===== src/design/slice_params.svh =====
`ifndef SLICE_PARAMS_SVH
`define SLICE_PARAMS_SVH

// Slice width and instruction word width
`define SLICE_WIDTH 4
`define INSTR_WIDTH 4

// Instruction field positions
`define INSTR_ROUTE_BIT 0
`define INSTR_SEL_LSB 1
`define INSTR_SEL_MSB 3

// Values held by the working and output registers after reset
`define REG_RESET_VALUE 4'h0
`define OUT_N_RESET_VALUE 4'hf

// Depth of the pin synchroniser
`define SYNC_STAGES 2

`endif


===== src/design/slice_pkg.sv =====
`include "slice_params.svh"

package slice_pkg;

  // Which working register takes part in an operation
  typedef enum logic [1:0] {
    sel_none,
    sel_pc,
    sel_sp,
    sel_oa
  } reg_sel_type;

  // Decoded upper instruction field
  typedef struct packed {
    reg_sel_type operand;
    reg_sel_type dest;
    reg_sel_type view;
  } decode_type;

endpackage


===== src/design/adder_if.sv =====
`timescale 1ns/100ps
`default_nettype none

interface adder_if #(
  parameter int W = 4
);
  logic [W-1:0] a;
  logic [W-1:0] b;
  logic cin;
  logic [W-1:0] sum;
  logic cout;

  modport user (output a, output b, output cin, input sum, input cout);
  modport core (input a, input b, input cin, output sum, output cout);
endinterface

`default_nettype wire


===== src/design/pin_sync.sv =====
`timescale 1ns/100ps
`default_nettype none

module pin_sync #(
  parameter int W = 1
) (
  input wire logic mclk,
  input wire logic rst_b,
  input wire logic [W-1:0] d,
  output logic [W-1:0] q
);
  logic [W-1:0] meta_q;

  // First stage feeds only the second stage
  always_ff @(posedge mclk) begin
    if (!rst_b) begin
      meta_q <= '0;
      q <= '0;
    end else begin
      meta_q <= d;
      q <= meta_q;
    end
  end
endmodule

`default_nettype wire


===== src/design/slice_adder.sv =====
`timescale 1ns/100ps
`default_nettype none

module slice_adder #(
  parameter int W = 4
) (
  adder_if.core bus
);
  logic [W:0] total;

  assign total = {1'b0, bus.a} + {1'b0, bus.b} + {{W{1'b0}}, bus.cin};
  assign bus.sum = total[W-1:0];
  assign bus.cout = total[W];
endmodule

`default_nettype wire


===== src/design/address_arith_slice.sv =====
`timescale 1ns/100ps
`default_nettype none
`include "slice_params.svh"

module address_arith_slice #(
  parameter int W = `SLICE_WIDTH
) (
  input wire logic mclk,
  input wire logic rst_b,
  input wire logic clock_pin,
  input wire logic run_strobe_n,
  input wire logic [`INSTR_WIDTH-1:0] instruction_bits,
  input wire logic [W-1:0] data_in_n,
  input wire logic carry_in_n,
  input wire logic addr_out_enable_n,
  input wire logic data_out_enable_n,
  output logic [W-1:0] address_bus_out,
  output logic address_bus_oe,
  output logic [W-1:0] data_out_n,
  output logic data_out_oe,
  output logic carry_out_n
);
  import slice_pkg::*;

  localparam int SW = W + `INSTR_WIDTH + 5;

  if (W < 1) begin : g_bad_width
    $error("address_arith_slice: W must be at least 1");
  end

  // Pins arrive from another clock domain
  logic [SW-1:0] pins_raw;
  logic [SW-1:0] pins_s;
  logic cp_s;
  logic ex_n_s;
  logic [`INSTR_WIDTH-1:0] instr_s;
  logic [W-1:0] din_n_s;
  logic cin_n_s;
  logic aoe_n_s;
  logic doe_n_s;

  // The synchroniser clears to zero; pins are stored relative to their idle
  // levels so that reset leaves strobe, clock and enables idle, never active
  localparam logic [SW-1:0] PIN_IDLE = {2'b11, {`INSTR_WIDTH{1'b0}}, {W{1'b0}}, 3'b111};

  assign pins_raw = PIN_IDLE ^ {clock_pin, run_strobe_n, instruction_bits, data_in_n,
                                carry_in_n, addr_out_enable_n, data_out_enable_n};

  pin_sync #(.W(SW)) u_sync (
    .mclk(mclk),
    .rst_b(rst_b),
    .d(pins_raw),
    .q(pins_s)
  );

  assign {cp_s, ex_n_s, instr_s, din_n_s, cin_n_s, aoe_n_s, doe_n_s} = pins_s ^ PIN_IDLE;

  // Instruction decode
  function automatic decode_type decode(input logic [2:0] sel);
    decode_type r;
    r = '{operand: sel_none, dest: sel_none, view: sel_none};
    unique case (sel)
      3'b000: r = '{operand: sel_pc, dest: sel_pc, view: sel_pc};
      3'b001: r = '{operand: sel_pc, dest: sel_sp, view: sel_pc};
      3'b010: r = '{operand: sel_pc, dest: sel_oa, view: sel_pc};
      3'b011: r = '{operand: sel_sp, dest: sel_sp, view: sel_sp};
      3'b100: r = '{operand: sel_none, dest: sel_oa, view: sel_oa};
      3'b101: r = '{operand: sel_none, dest: sel_pc, view: sel_pc};
      3'b110: r = '{operand: sel_oa, dest: sel_oa, view: sel_oa};
      3'b111: r = '{operand: sel_none, dest: sel_sp, view: sel_sp};
    endcase
    return r;
  endfunction

  logic [W-1:0] bank_q [0:2];

  // Register read port, shared by the operand path and the address view
  function automatic logic [W-1:0] pick(input reg_sel_type s,
                                        input logic [W-1:0] pc,
                                        input logic [W-1:0] sp,
                                        input logic [W-1:0] oa);
    logic [W-1:0] v;
    v = '0;
    unique case (s)
      sel_none: v = '0;
      sel_pc: v = pc;
      sel_sp: v = sp;
      sel_oa: v = oa;
    endcase
    return v;
  endfunction

  decode_type dec;
  logic [W-1:0] operand_reg;
  logic [W-1:0] view_reg;
  logic [W-1:0] din;
  logic cin;
  logic route_sum;

  assign dec = decode(instr_s[`INSTR_SEL_MSB:`INSTR_SEL_LSB]);
  assign operand_reg = pick(dec.operand, bank_q[0], bank_q[1], bank_q[2]);
  assign view_reg = pick(dec.view, bank_q[0], bank_q[1], bank_q[2]);
  assign din = ~din_n_s;
  assign cin = ~cin_n_s;
  assign route_sum = instr_s[`INSTR_ROUTE_BIT];

  // Adder: data word plus selected register plus carry
  adder_if #(.W(W)) add_bus ();
  assign add_bus.a = din;
  assign add_bus.b = operand_reg;
  assign add_bus.cin = cin;

  slice_adder #(.W(W)) u_adder (
    .bus(add_bus)
  );

  // Gated internal clock: high while either the clock pin or the strobe is high.
  // Only a rise caused by the clock pin with the strobe low writes; a strobe
  // rise while the clock pin is low is ignored instead of making a false edge.
  logic iclk;
  logic iclk_q;
  logic write_en;

  assign iclk = cp_s | ex_n_s;
  assign write_en = iclk & ~iclk_q & ~ex_n_s;

  always_ff @(posedge mclk) begin
    if (!rst_b) begin
      iclk_q <= 1'b1;
    end else begin
      iclk_q <= iclk;
    end
  end

  // Working registers
  always_ff @(posedge mclk) begin
    if (!rst_b) begin
      for (int k = 0; k < 3; k++) begin
        bank_q[k] <= `REG_RESET_VALUE;
      end
    end else if (write_en) begin
      for (int k = 0; k < 3; k++) begin
        if (int'(dec.dest) == k + 1) begin
          bank_q[k] <= add_bus.sum;
        end
      end
    end
  end

  // Output register, kept in pin polarity so the pins come straight from it
  logic [W-1:0] out_n_q;

  always_ff @(posedge mclk) begin
    if (!rst_b) begin
      out_n_q <= `OUT_N_RESET_VALUE;
    end else if (write_en) begin
      out_n_q <= ~add_bus.sum;
    end
  end

  // Pin registers. The address mux is combinational in the part; here it
  // costs one mclk of latency so that every pin comes from a flip-flop.
  always_ff @(posedge mclk) begin
    if (!rst_b) begin
      address_bus_out <= '0;
      address_bus_oe <= 1'b0;
      data_out_oe <= 1'b0;
      carry_out_n <= 1'b1;
    end else begin
      address_bus_out <= route_sum ? add_bus.sum : view_reg;
      address_bus_oe <= ~aoe_n_s;
      data_out_oe <= ~doe_n_s;
      carry_out_n <= ~add_bus.cout;
    end
  end

  assign data_out_n = out_n_q;

  // Checks
  logic [W:0] dpc_full;
  logic [W-1:0] d_plus_c;

  assign dpc_full = {1'b0, din} + {{W{1'b0}}, cin};
  assign d_plus_c = dpc_full[W-1:0];

  property p_pc_self;
    @(posedge mclk) disable iff (!rst_b)
      (write_en && instr_s == 4'h0) |=>
        (bank_q[0] == $past(add_bus.sum)) && (data_out_n == ~$past(add_bus.sum));
  endproperty
  a_pc_self: assert property (p_pc_self) else $error("pc update wrong");

  property p_data_to_oa;
    @(posedge mclk) disable iff (!rst_b)
      (write_en && instr_s[3:1] == 3'b100) |=> (bank_q[2] == $past(d_plus_c));
  endproperty
  a_data_to_oa: assert property (p_data_to_oa) else $error("data plus carry lost");

  property p_no_write_idle;
    @(posedge mclk) disable iff (!rst_b)
      !write_en |=> ($stable(bank_q[0]) && $stable(bank_q[1]) && $stable(bank_q[2]));
  endproperty
  a_no_write_idle: assert property (p_no_write_idle) else $error("write without edge");

  property p_strobe_high_holds;
    @(posedge mclk) disable iff (!rst_b)
      ex_n_s |=> ($stable(data_out_n) && $stable(bank_q[1]));
  endproperty
  a_strobe_high_holds: assert property (p_strobe_high_holds) else $error("write with strobe high");

  property p_route_sum;
    @(posedge mclk) disable iff (!rst_b)
      route_sum |=> (address_bus_out == $past(add_bus.sum));
  endproperty
  a_route_sum: assert property (p_route_sum) else $error("address not adder result");

  property p_view_sp;
    @(posedge mclk) disable iff (!rst_b)
      (!route_sum && instr_s[3:1] == 3'b011) |=> (address_bus_out == $past(bank_q[1]));
  endproperty
  a_view_sp: assert property (p_view_sp) else $error("address view wrong");

  property p_addr_oe;
    @(posedge mclk) disable iff (!rst_b)
      aoe_n_s |=> !address_bus_oe;
  endproperty
  a_addr_oe: assert property (p_addr_oe) else $error("address driven while disabled");

  property p_data_oe;
    @(posedge mclk) disable iff (!rst_b)
      (!doe_n_s ##1 !doe_n_s) |-> data_out_oe;
  endproperty
  a_data_oe: assert property (p_data_oe) else $error("data not driven");

  property p_carry_chain;
    @(posedge mclk) disable iff (!rst_b)
      (instr_s[3:1] == 3'b100 && din_n_s == '0 && !cin_n_s) |=> !carry_out_n;
  endproperty
  a_carry_chain: assert property (p_carry_chain) else $error("carry out missing");

  property p_din_polarity;
    @(posedge mclk) disable iff (!rst_b)
      (write_en && instr_s[3:1] == 3'b101 && cin_n_s) |=> (data_out_n == $past(din_n_s));
  endproperty
  a_din_polarity: assert property (p_din_polarity) else $error("data polarity wrong");

  property p_pc_to_sp;
    @(posedge mclk) disable iff (!rst_b)
      (write_en && instr_s[3:1] == 3'b001) |=> (bank_q[1] == $past(bank_q[0] + d_plus_c));
  endproperty
  a_pc_to_sp: assert property (p_pc_to_sp) else $error("sp load wrong");

  property p_pc_to_oa;
    @(posedge mclk) disable iff (!rst_b)
      (write_en && instr_s[3:1] == 3'b010) |=> (bank_q[2] == $past(bank_q[0] + d_plus_c));
  endproperty
  a_pc_to_oa: assert property (p_pc_to_oa) else $error("oa load wrong");

  property p_sp_self;
    @(posedge mclk) disable iff (!rst_b)
      (write_en && instr_s[3:1] == 3'b011) |=> (bank_q[1] == $past(bank_q[1] + d_plus_c));
  endproperty
  a_sp_self: assert property (p_sp_self) else $error("sp update wrong");

  property p_oa_self;
    @(posedge mclk) disable iff (!rst_b)
      (write_en && instr_s[3:1] == 3'b110) |=> (bank_q[2] == $past(bank_q[2] + d_plus_c));
  endproperty
  a_oa_self: assert property (p_oa_self) else $error("oa update wrong");

  property p_data_to_sp;
    @(posedge mclk) disable iff (!rst_b)
      (write_en && instr_s[3:1] == 3'b111) |=> (bank_q[1] == $past(d_plus_c));
  endproperty
  a_data_to_sp: assert property (p_data_to_sp) else $error("sp data load wrong");

  property p_out_hold;
    @(posedge mclk) disable iff (!rst_b)
      !write_en |=> $stable(data_out_n);
  endproperty
  a_out_hold: assert property (p_out_hold) else $error("output register moved");

  property p_real_edge;
    @(posedge mclk) disable iff (!rst_b)
      (cp_s && !ex_n_s && !$past(cp_s) && !$past(ex_n_s)) |-> write_en;
  endproperty
  a_real_edge: assert property (p_real_edge) else $error("clock edge lost");

  property p_view_pc;
    @(posedge mclk) disable iff (!rst_b)
      (!route_sum && instr_s[3:1] == 3'b000) |=> (address_bus_out == $past(bank_q[0]));
  endproperty
  a_view_pc: assert property (p_view_pc) else $error("pc not on address");

endmodule

`default_nettype wire


===== config.mk =====
export PLATFORM = sky130hd
export DESIGN_NAME = address_arith_slice
export DESIGN_NICKNAME = d
export VERILOG_FILES = /design/src/design/slice_pkg.sv /design/src/design/adder_if.sv /design/src/design/pin_sync.sv /design/src/design/slice_adder.sv /design/src/design/address_arith_slice.sv
export VERILOG_INCLUDE_DIRS = /design/src /design/src/design
export SDC_FILE = /design/constraint.sdc
export NUM_CORES = 1
export LEC_CHECK = 0
export BUFFER_PORTS_ARGS = -buffer_cell sky130_fd_sc_hd__buf_4
export CAP_MARGIN = 20
export CORE_MARGIN = 2
export CORE_UTILIZATION = 55
export CTS_BUF_LIST = sky130_fd_sc_hd__clkbuf_4
export CTS_CLUSTER_DIAMETER = 30
export DETAILED_ROUTE_END_ITERATION = 12
export PLACE_DENSITY = 0.77
export REMOVE_ABC_BUFFERS = 1
export SYNTH_ARGS = -nofsm -noshare
export SYNTH_HDL_FRONTEND = slang
export SYNTH_SLANG_ARGS = --single-unit

===== constraint.sdc =====
create_clock -name mclk -period 3 [get_ports mclk]
set_clock_uncertainty 0.1 [all_clocks]
set_input_delay 0.3 -clock mclk [delete_from_list [all_inputs] [get_ports mclk]]
set_output_delay 0.3 -clock mclk [all_outputs]
set_load 0.02 [all_outputs]

==> results.md, run 1 <==
- The run finished with clean final reports.
- The total congestion overflow is 0.
- Buffers inserted during clock tree synthesis total 5.
- In the layout the commonest cells are sky130_fd_sc_hd__dfxtp_1, sky130_fd_sc_hd__buf_4, sky130_fd_sc_hd__and2_1.
- The synthesis-to-layout area growth is 16.7%.
- Counting distinct cell types in the post-synthesis netlist gives 36.
- The tool flagged a number of max-cap violations equal to 0.
- The type of element capturing the critical path is a register.
- By startpoint and endpoint, the worst setup path is classified as reg2reg.
- The highest-utilization routing layer at the global route stage is met2.
- Once the clock tree was built, the resizer swapped 0 gates to a different size.
- The repair_antennas step left the layout with diodes totalling 0.
- The number of clock sinks is 53.
- The net count of the finished layout is 221.
- The count of input and output buffers is 25.
- The worst setup margin is 0.497 ns.
- The number of max-slew violations in the final report came to 0.
- Using the TritonRoute via totals, the vias-per-cell ratio works out to 5.34.
- The detail-routed net length per standard cell is 14.7 um.
- For this block, the initial DRC count from the detailed router was 38.
- Detailed routing inserted a total of 1325 vias.
- Of the total power, registers draw 64.1%.
- For the worst setup path, the data arrival time is 2.52 ns.
- The number of iterations in the first detailed-routing pass is 4.
- In this run, synthesis produced a sequential element count of 53.
- After synthesis, the mean cell area works out to 11.5 um^2.
- The sort of element at the start of the critical path is a register.
- The clock passes through at most 2 buffers.
- After detailed routing, the number of remaining DRC violations is 0.
- The final critical-path share of the clock period is 83.4%.
- TritonCTS built the clock tree.
- The global-route track usage on met1 is 23.9%.
- Cells with a size suffix above 1 make up 21.3% of the layout.
- Once the floorplan was initialized, standard cells occupied 58.1% of the core.
- Counting flops with an async set or reset pin after synthesis yields a share of 0%.
- The total area of sequential cells is 1180 um^2.
- The worst hold path passes through 2 cells.
- The remaining antenna violation count after routing is 0.
- The number of levels in the clock H-tree is 2.
- The required time reported for the critical path endpoint is 3.02 ns.
- The first-pass GRT wire length is 6400 um.
- The floorplan has 21 rows.
- After layout, the design draws a total of 1.21 mW.
- Setup violations remaining at the end of the flow were counted as 0.
- After detailed placement, the design holds a cell count of 235.
- In this run, the combinational gates consume 10.6% of the power.
- The count of final hold-check violations came to 0.
- The leakage power summed over all cells is 0.937 nW.
- The routed design has 3660 um of wire.
- The switching part of the total is 24.8%.
- The die covers 4050 um^2.
- After clock tree synthesis, the flow added hold-fix buffers numbering 5.
- After filler insertion, the fill cell instance count of the layout stands at 280.
- Summed over all nets, the switching power comes to 300 uW.
- Based on the critical path, the design can be clocked at up to 399 MHz.
- The initial antenna violation count came to 0.
- The clock edge transition at the registers on the reported setup and hold paths is 0.14 ns.
- The Yosys step of the flow raised 0 warnings.
- The met2 capacity usage during global routing is 35.7%.
- The via count of the first global-routing pass is 1397.
- The number of cells on the worst reg-to-reg path is 7.
- Once detailed placement completed, the half-perimeter wirelength came to 2610 um.
- For the final routed database, the setup TNS stands at 0 ns.
- The finished cells cover 2280 um^2.
- The cell area after synthesis is 1950 um^2.
- In this run the post-CTS setup repair buffer count came out at 0.
- The clock latency reported for the late side of the worst-skew pair is 0.37 ns.
- The count of placed standard cells in the final layout, fillers left out is 248.
- From bottom edge to top edge, the die measures 63.6 um.
- The met3 capacity usage during global routing is 6.25%.
- Measured against its own limit, the worst slew margin works out to 57.3%.
- The predominant post-synthesis flop cell is sky130_fd_sc_hd__dfxtp_1.
- The internal power is 908 uW.
- The largest vdd supply drop is 379 uV.
- The instance count of the mapped netlist is 170.
- The combined area of the multi-input logic cells is 723 um^2.
- The pin count of the biggest net entering global routing is 35.
- The library cell used most frequently in the layout, excluding fill and tap cells, is sky130_fd_sc_hd__dfxtp_1.
- The count of flip-flops with a built-in enable after synthesis is 12.
- In this run the worst path has a maximum fanout of 5.
- The worst setup timing slack at the placement stage is 0.554 ns.
- Of the synthesized area, sequential elements account for 60.4%.
- Global routing used 21.1% of the available tracks across all layers.
- The path class of the tightest hold or removal check is in2reg.
- The time the worst path needs with I/O delays and setup is 2.50 ns.
- The cell area reported after detailed placement is 2180 um^2.
- The die is 63.6 um wide.
- The root buffer cell chosen for the clock tree is sky130_fd_sc_hd__clkbuf_4.
- The congestion estimate from routability-driven global placement came to 0.973.
- Pin placement for this block handled 26 I/O pins.
- Setup repair after global routing left no endpoint under its margin.
- At the pin with the least slew margin, the transition time is 0.634 ns.
- In this run the power density over the cells is 530 nW/um^2.
- The power share of the clock group is 25.3%.
- The placeable core region is 3360 um^2.
## cell usage after synthesis, types with 4 or more instances
library cell | count | share of area (%)
sky130_fd_sc_hd__nand3_1 | 6 | 1.5
sky130_fd_sc_hd__nand2_1 | 10 | 1.9
sky130_fd_sc_hd__nor2_1 | 11 | 2.1
sky130_fd_sc_hd__a221oi_1 | 4 | 1.8
sky130_fd_sc_hd__edfxtp_1 | 12 | 18
sky130_fd_sc_hd__a21oi_1 | 4 | 1.0
sky130_fd_sc_hd__and2_1 | 20 | 6.4
sky130_fd_sc_hd__nor3_1 | 4 | 1.0
sky130_fd_sc_hd__mux2_2 | 8 | 4.6
sky130_fd_sc_hd__clkbuf_1 | 5 | 0.96
sky130_fd_sc_hd__dfxtp_1 | 41 | 42
sky130_fd_sc_hd__inv_1 | 7 | 1.3
## sequential cells by signal (all words and copies together), names as in the netlist
| name | count |
|---|---|
| u_sync.meta_q | 13 |
| bank_q | 12 |
| u_sync.q | 10 |
| dec | 6 |
| address_bus_out | 4 |
| data_out_n | 4 |
| address_bus_oe | 1 |
| carry_out_n | 1 |
| data_out_oe | 1 |
| iclk_q | 1 |
## final cells by class
class | instances | area share, %
clock buffer | 5 | 1.65
multi-input combinational | 104 | 31.7
sequential | 53 | 51.8
tap | 46 | 2.52
inverter | 7 | 1.15
timing repair buffer | 30 | 10.4
clock inverter | 3 | 0.768
## power groups by stage
| stage | clock (mW) | combinational (mW) | sequential, mW |
|---|---|---|---|
| 2_1_floorplan | 0 | 0.0679 | 0.793 |
| 3_3_place_gp | 0 | 0.116 | 0.789 |
| 3_5_place_dp | 0 | 0.121 | 0.791 |
| 4_1_cts | 0.311 | 0.128 | 0.775 |
| 5_1_grt | 0.343 | 0.142 | 0.779 |
| 6_report | 0.305 | 0.128 | 0.775 |
## through the flow
stage	utilization (%)	hold WS (ns)
floorplan	-	0.267
global placement	64.7	0.313
detailed placement	64.7	0.318
CTS	67.8	0.0136
global route	67.8	0.00565
finish	67.8	0.0222
## per-layer routing
layer / routed length (um) / share of wire, %
met3: 205 / 5.6
met2: 1860 / 51
met1: 1490 / 41
met5: 0 / 0
met4: 102 / 2.8
## worst paths after layout
check	from	endpoint	slack, ns
max	dec[4]	bank_q[0][6]	0.50
min	data_in_n[1]	u_sync.meta_q[4]	0.02
max reg2reg	dec[4]	bank_q[0][6]	0.50
min reg2reg	u_sync.q[1]	address_bus_oe	0.35
## critical path: stages (launching register included)
cell and delay [ns]:
sky130_fd_sc_hd__dfxtp_1 0.47, sky130_fd_sc_hd__mux2_2 0.36, sky130_fd_sc_hd__a22oi_1 0.18, sky130_fd_sc_hd__fa_1 0.24, sky130_fd_sc_hd__inv_1 0.06, sky130_fd_sc_hd__fa_1 0.40
sky130_fd_sc_hd__xnor2_1 0.31, sky130_fd_sc_hd__nor2_1 0.12
## cell families (layout without fill, tap and decap cells)
logic type | count (synthesis) | count (layout) | share of synthesized area (%)
AO/OA/AOI/OAI | 24 | 24 | 9.22
XOR/XNOR | 2 | 2 | 0.896
adder cells (fa/ha/maj) | 5 | 5 | 3.97
buffers and inverters | 13 | 45 | 2.56
flip-flops | 53 | 53 | 60.4
multiplexers | 8 | 8 | 4.61
AND/OR/NAND/NOR | 65 | 65 | 18.3
Note: power is estimated with default switching activity, not from simulation.
==> run 2, diff against run 1 <==
==> constraint.sdc (replaced) <==
create_clock -name mclk -period 2.6 [get_ports mclk]
set_clock_uncertainty 0.1 [all_clocks]
set_input_delay 0.26 -clock mclk [delete_from_list [all_inputs] [get_ports mclk]]
set_output_delay 0.26 -clock mclk [all_outputs]
set_load 0.02 [all_outputs]
==> results.md, run 2 (synthesis results as in run 1) <==
- The synthesis-to-layout area growth is 21.8%.
- The weighted congestion at the end of routability-driven global placement is 0.978.
- The count of input and output buffers is 25.
- The total area of sequential cells is 1180 um^2.
- The number of buffers created by CTS is 5.
- The number of buffers and inverters on the critical path is 1.
- The worst-case clock buffer depth is 2.
- The first detailed-routing pass ran for 4 iterations.
- Combinational logic is responsible for 11.2% of the overall power.
- The clock root buffer is sky130_fd_sc_hd__clkbuf_4.
- Setup repair after global routing left no endpoint under its margin.
- The worst path meets setup with 0.168 ns of slack.
- In the final layout, the registers with the most flip-flops are u_sync.meta_q (13), bank_q (12), u_sync.q (10).
- The placeable core region is 3360 um^2.
- The via count of the first global-routing pass is 1386.
- After routing, the total negative slack on setup checks comes to 0 ns.
- The initial antenna violation count was 0.
- After global routing the overflow that remains totals 0.
- 26 I/O pins were placed.
- In this run the vertical extent of the chip is 63.6 um.
- The stage delay of the slowest cell on the critical path is 0.44 ns.
- For this run, design rule violations remaining after detail routing come to 0.
- The cell with the largest stage delay on the worst path is sky130_fd_sc_hd__dfxtp_1.
- Prior to clock tree synthesis, the placed netlist has a worst setup slack of 0.126 ns.
- The number of max-slew violations in the final report was 0.
- After the last flow step, the layout net total stands at 230.
- The beginning of the worst register-to-register path is dec[4].
- In this run the worst path has a maximum fanout of 5.
- The placed wire-length estimate after detailed placement is 2420 um.
- The multi-input combinational cells in the finished layout cover a total of 731 um^2.
- The worst-case IR drop observed on VDD is 459 uV.
- The type of element capturing the critical path is a register.
- Final hold analysis gives a worst-case slack of 0.113 ns.
- The startpoint identified for the worst hold timing path is rst_b.
- The routed layout has 1340 vias.
- Of the total power, the share spent switching nets is 24.3%.
- The clock edge transition at the registers on the reported setup and hold paths is 0.14 ns.
- The tightest min-delay check is of the in2reg type.
- Ranked by flip-flop count, first place goes to u_sync.meta_q.
- The number of antenna diodes in the final layout is 0.
- The die boundary width is 63.6 um.
- Across the run, the number of max-cap violations was 0.
- The count of cell instances traversed by the critical path is 7.
- The signal on the critical path passes through mux2_2 > a22oi_1 > fa_1 > inv_1 > fa_1 > xnor2_2 > nor2_1.
- TritonCTS built the clock tree.
- The final critical-path share of the clock period is 93.5%.
- The worst setup path is launched from a register.
- The initial DRC count is 72.
- The detail-routed net length per standard cell is 13.5 um.
- The net load switching power is 344 uW.
- The effective utilization at floorplan is 58.1%.
- The logic depth of the worst register-to-register path is 7.
- The overall power after layout is 1.42 mW.
- The die footprint is 4050 um^2.
- Setup violations remaining at the end of the flow were counted as 0.
- The library cells used most frequently in the layout, excluding fill and tap cells, are sky130_fd_sc_hd__dfxtp_1, sky130_fd_sc_hd__buf_4, sky130_fd_sc_hd__and2_1.
- Timing would allow up to 411 MHz.
- The clock network is responsible for 25.9% of the overall power.
- Broken down by cell family, the worst path's largest delay share belongs to adder cells.
- The classification of the worst setup path is reg2reg.
- The detail route stage leaves a number of antenna-violating nets equal to 0.
- The final core area utilization is 70.8%.
- The clock drives 53 sinks.
- The first global-routing pass estimated 6000 um of wire.
- At the worst endpoint, the arrival time is 2.45 ns.
- The max-slew headroom at the worst pin is 60.9%.
- The detailed-route vias per instance is 5.21.
- The cell repeated most along the worst path is sky130_fd_sc_hd__fa_1.
- The global-route total usage across every layer is 19.9%.
- The flip-flop count of the largest register after layout is 13.
- Sequential cells account for 62.9% of the total power.
- The clock latency reported for the late side of the worst-skew pair is 0.37 ns.
- The total power divided by cell area is 596 nW/um^2.
- The count of final hold-check violations is 0.
- The time the worst path needs with I/O delays and setup is 2.43 ns.
- The filler cells instantiated in the layout total 261.
- STA puts the critical path data required time at 2.62 ns.
- The leakage power summed over all cells is 0.987 nW.
- The flow ran to the end, and the final reports show no timing, DRC or antenna violations.
- The pin count of the biggest net entering global routing is 35.
- In this run the core area contains 21 standard-cell rows.
- The number of levels in the clock H-tree is 2.
- The most critical setup path has its startpoint at dec[4].
- The library cell used most frequently in the layout, excluding fill and tap cells, is sky130_fd_sc_hd__dfxtp_1.
- The post-route netlist has 21.3% of its cells at a drive strength greater than 1.
- The internal power is 1.07 mW.
- The routed design has 3470 um of wire.
- The worst hold path stage count is 2.
- At the pin with the least slew margin, the transition time is 0.581 ns.
==> run 2: cell types whose count changed in the layout (fill, tap and decap cells not counted) <==
cell                            change
sky130_fd_sc_hd__buf_4              +1
sky130_fd_sc_hd__clkbuf_4           +1
sky130_fd_sc_hd__clkinv_2           -2
sky130_fd_sc_hd__clkinv_4           +1
sky130_fd_sc_hd__clkinvlp_4         -1
sky130_fd_sc_hd__dlygate4sd3_1      +8
sky130_fd_sc_hd__inv_4              +1
sky130_fd_sc_hd__xnor2_1            -1
sky130_fd_sc_hd__xnor2_2            +1
==> run 2: layout make-up <==
cell class,instances,share of cell area (%)
multi-input cells,104,30.7
repair buffers,39,13.7
clock inverters,2,0.631
clock buffers,6,1.89
inverters,7,1.10
flip-flops and latches,53,49.6
well taps,46,2.42
==> run 2: final timing paths <==
| kind | end | slack, ns |
|---|---|---|
| min | dec[0] | 0.11 |
| max reg2reg | bank_q[0][10] | 0.17 |
| max | bank_q[0][10] | 0.17 |
| min reg2reg | iclk_q | 0.35 |
==> run 2: per-stage QoR <==
step	area, um^2	cells
finish	2380	257
global route	2380	257
CTS	2370	257
detailed placement	2180	236
global placement	2180	236
floorplan	1930	164
==> run 2: power by group through the flow <==
stage	clock network, mW	logic, mW	registers (mW)
after CTS	0.379	0.155	0.893
after global placement	0	0.134	0.911
after floorplan	0	0.0784	0.914
after global routing	0.416	0.175	0.898
after detailed placement	0	0.139	0.911
final	0.367	0.159	0.893
==> run 2: what timing repair did <==
item	4_1_cts	5_1_grt
endpoints found under the hold margin	13	0
buffers inserted	0	0
gates resized for setup	0	1
hold buffers	13	0
setup endpoints to repair	0	2
==> run 2: metal layers <==
metal | track usage [%] | share of wire (%) | vias to the layer above | wire [um]
li1 | - | - | 674 | -
met1 | 22.3 | 43 | 624 | 1500
met2 | 33.6 | 50 | 32 | 1730
met3 | 6.43 | 3.7 | 10 | 128
met4 | 10.6 | 3.2 | 0 | 112
met5 | 0 | 0 | - | 0
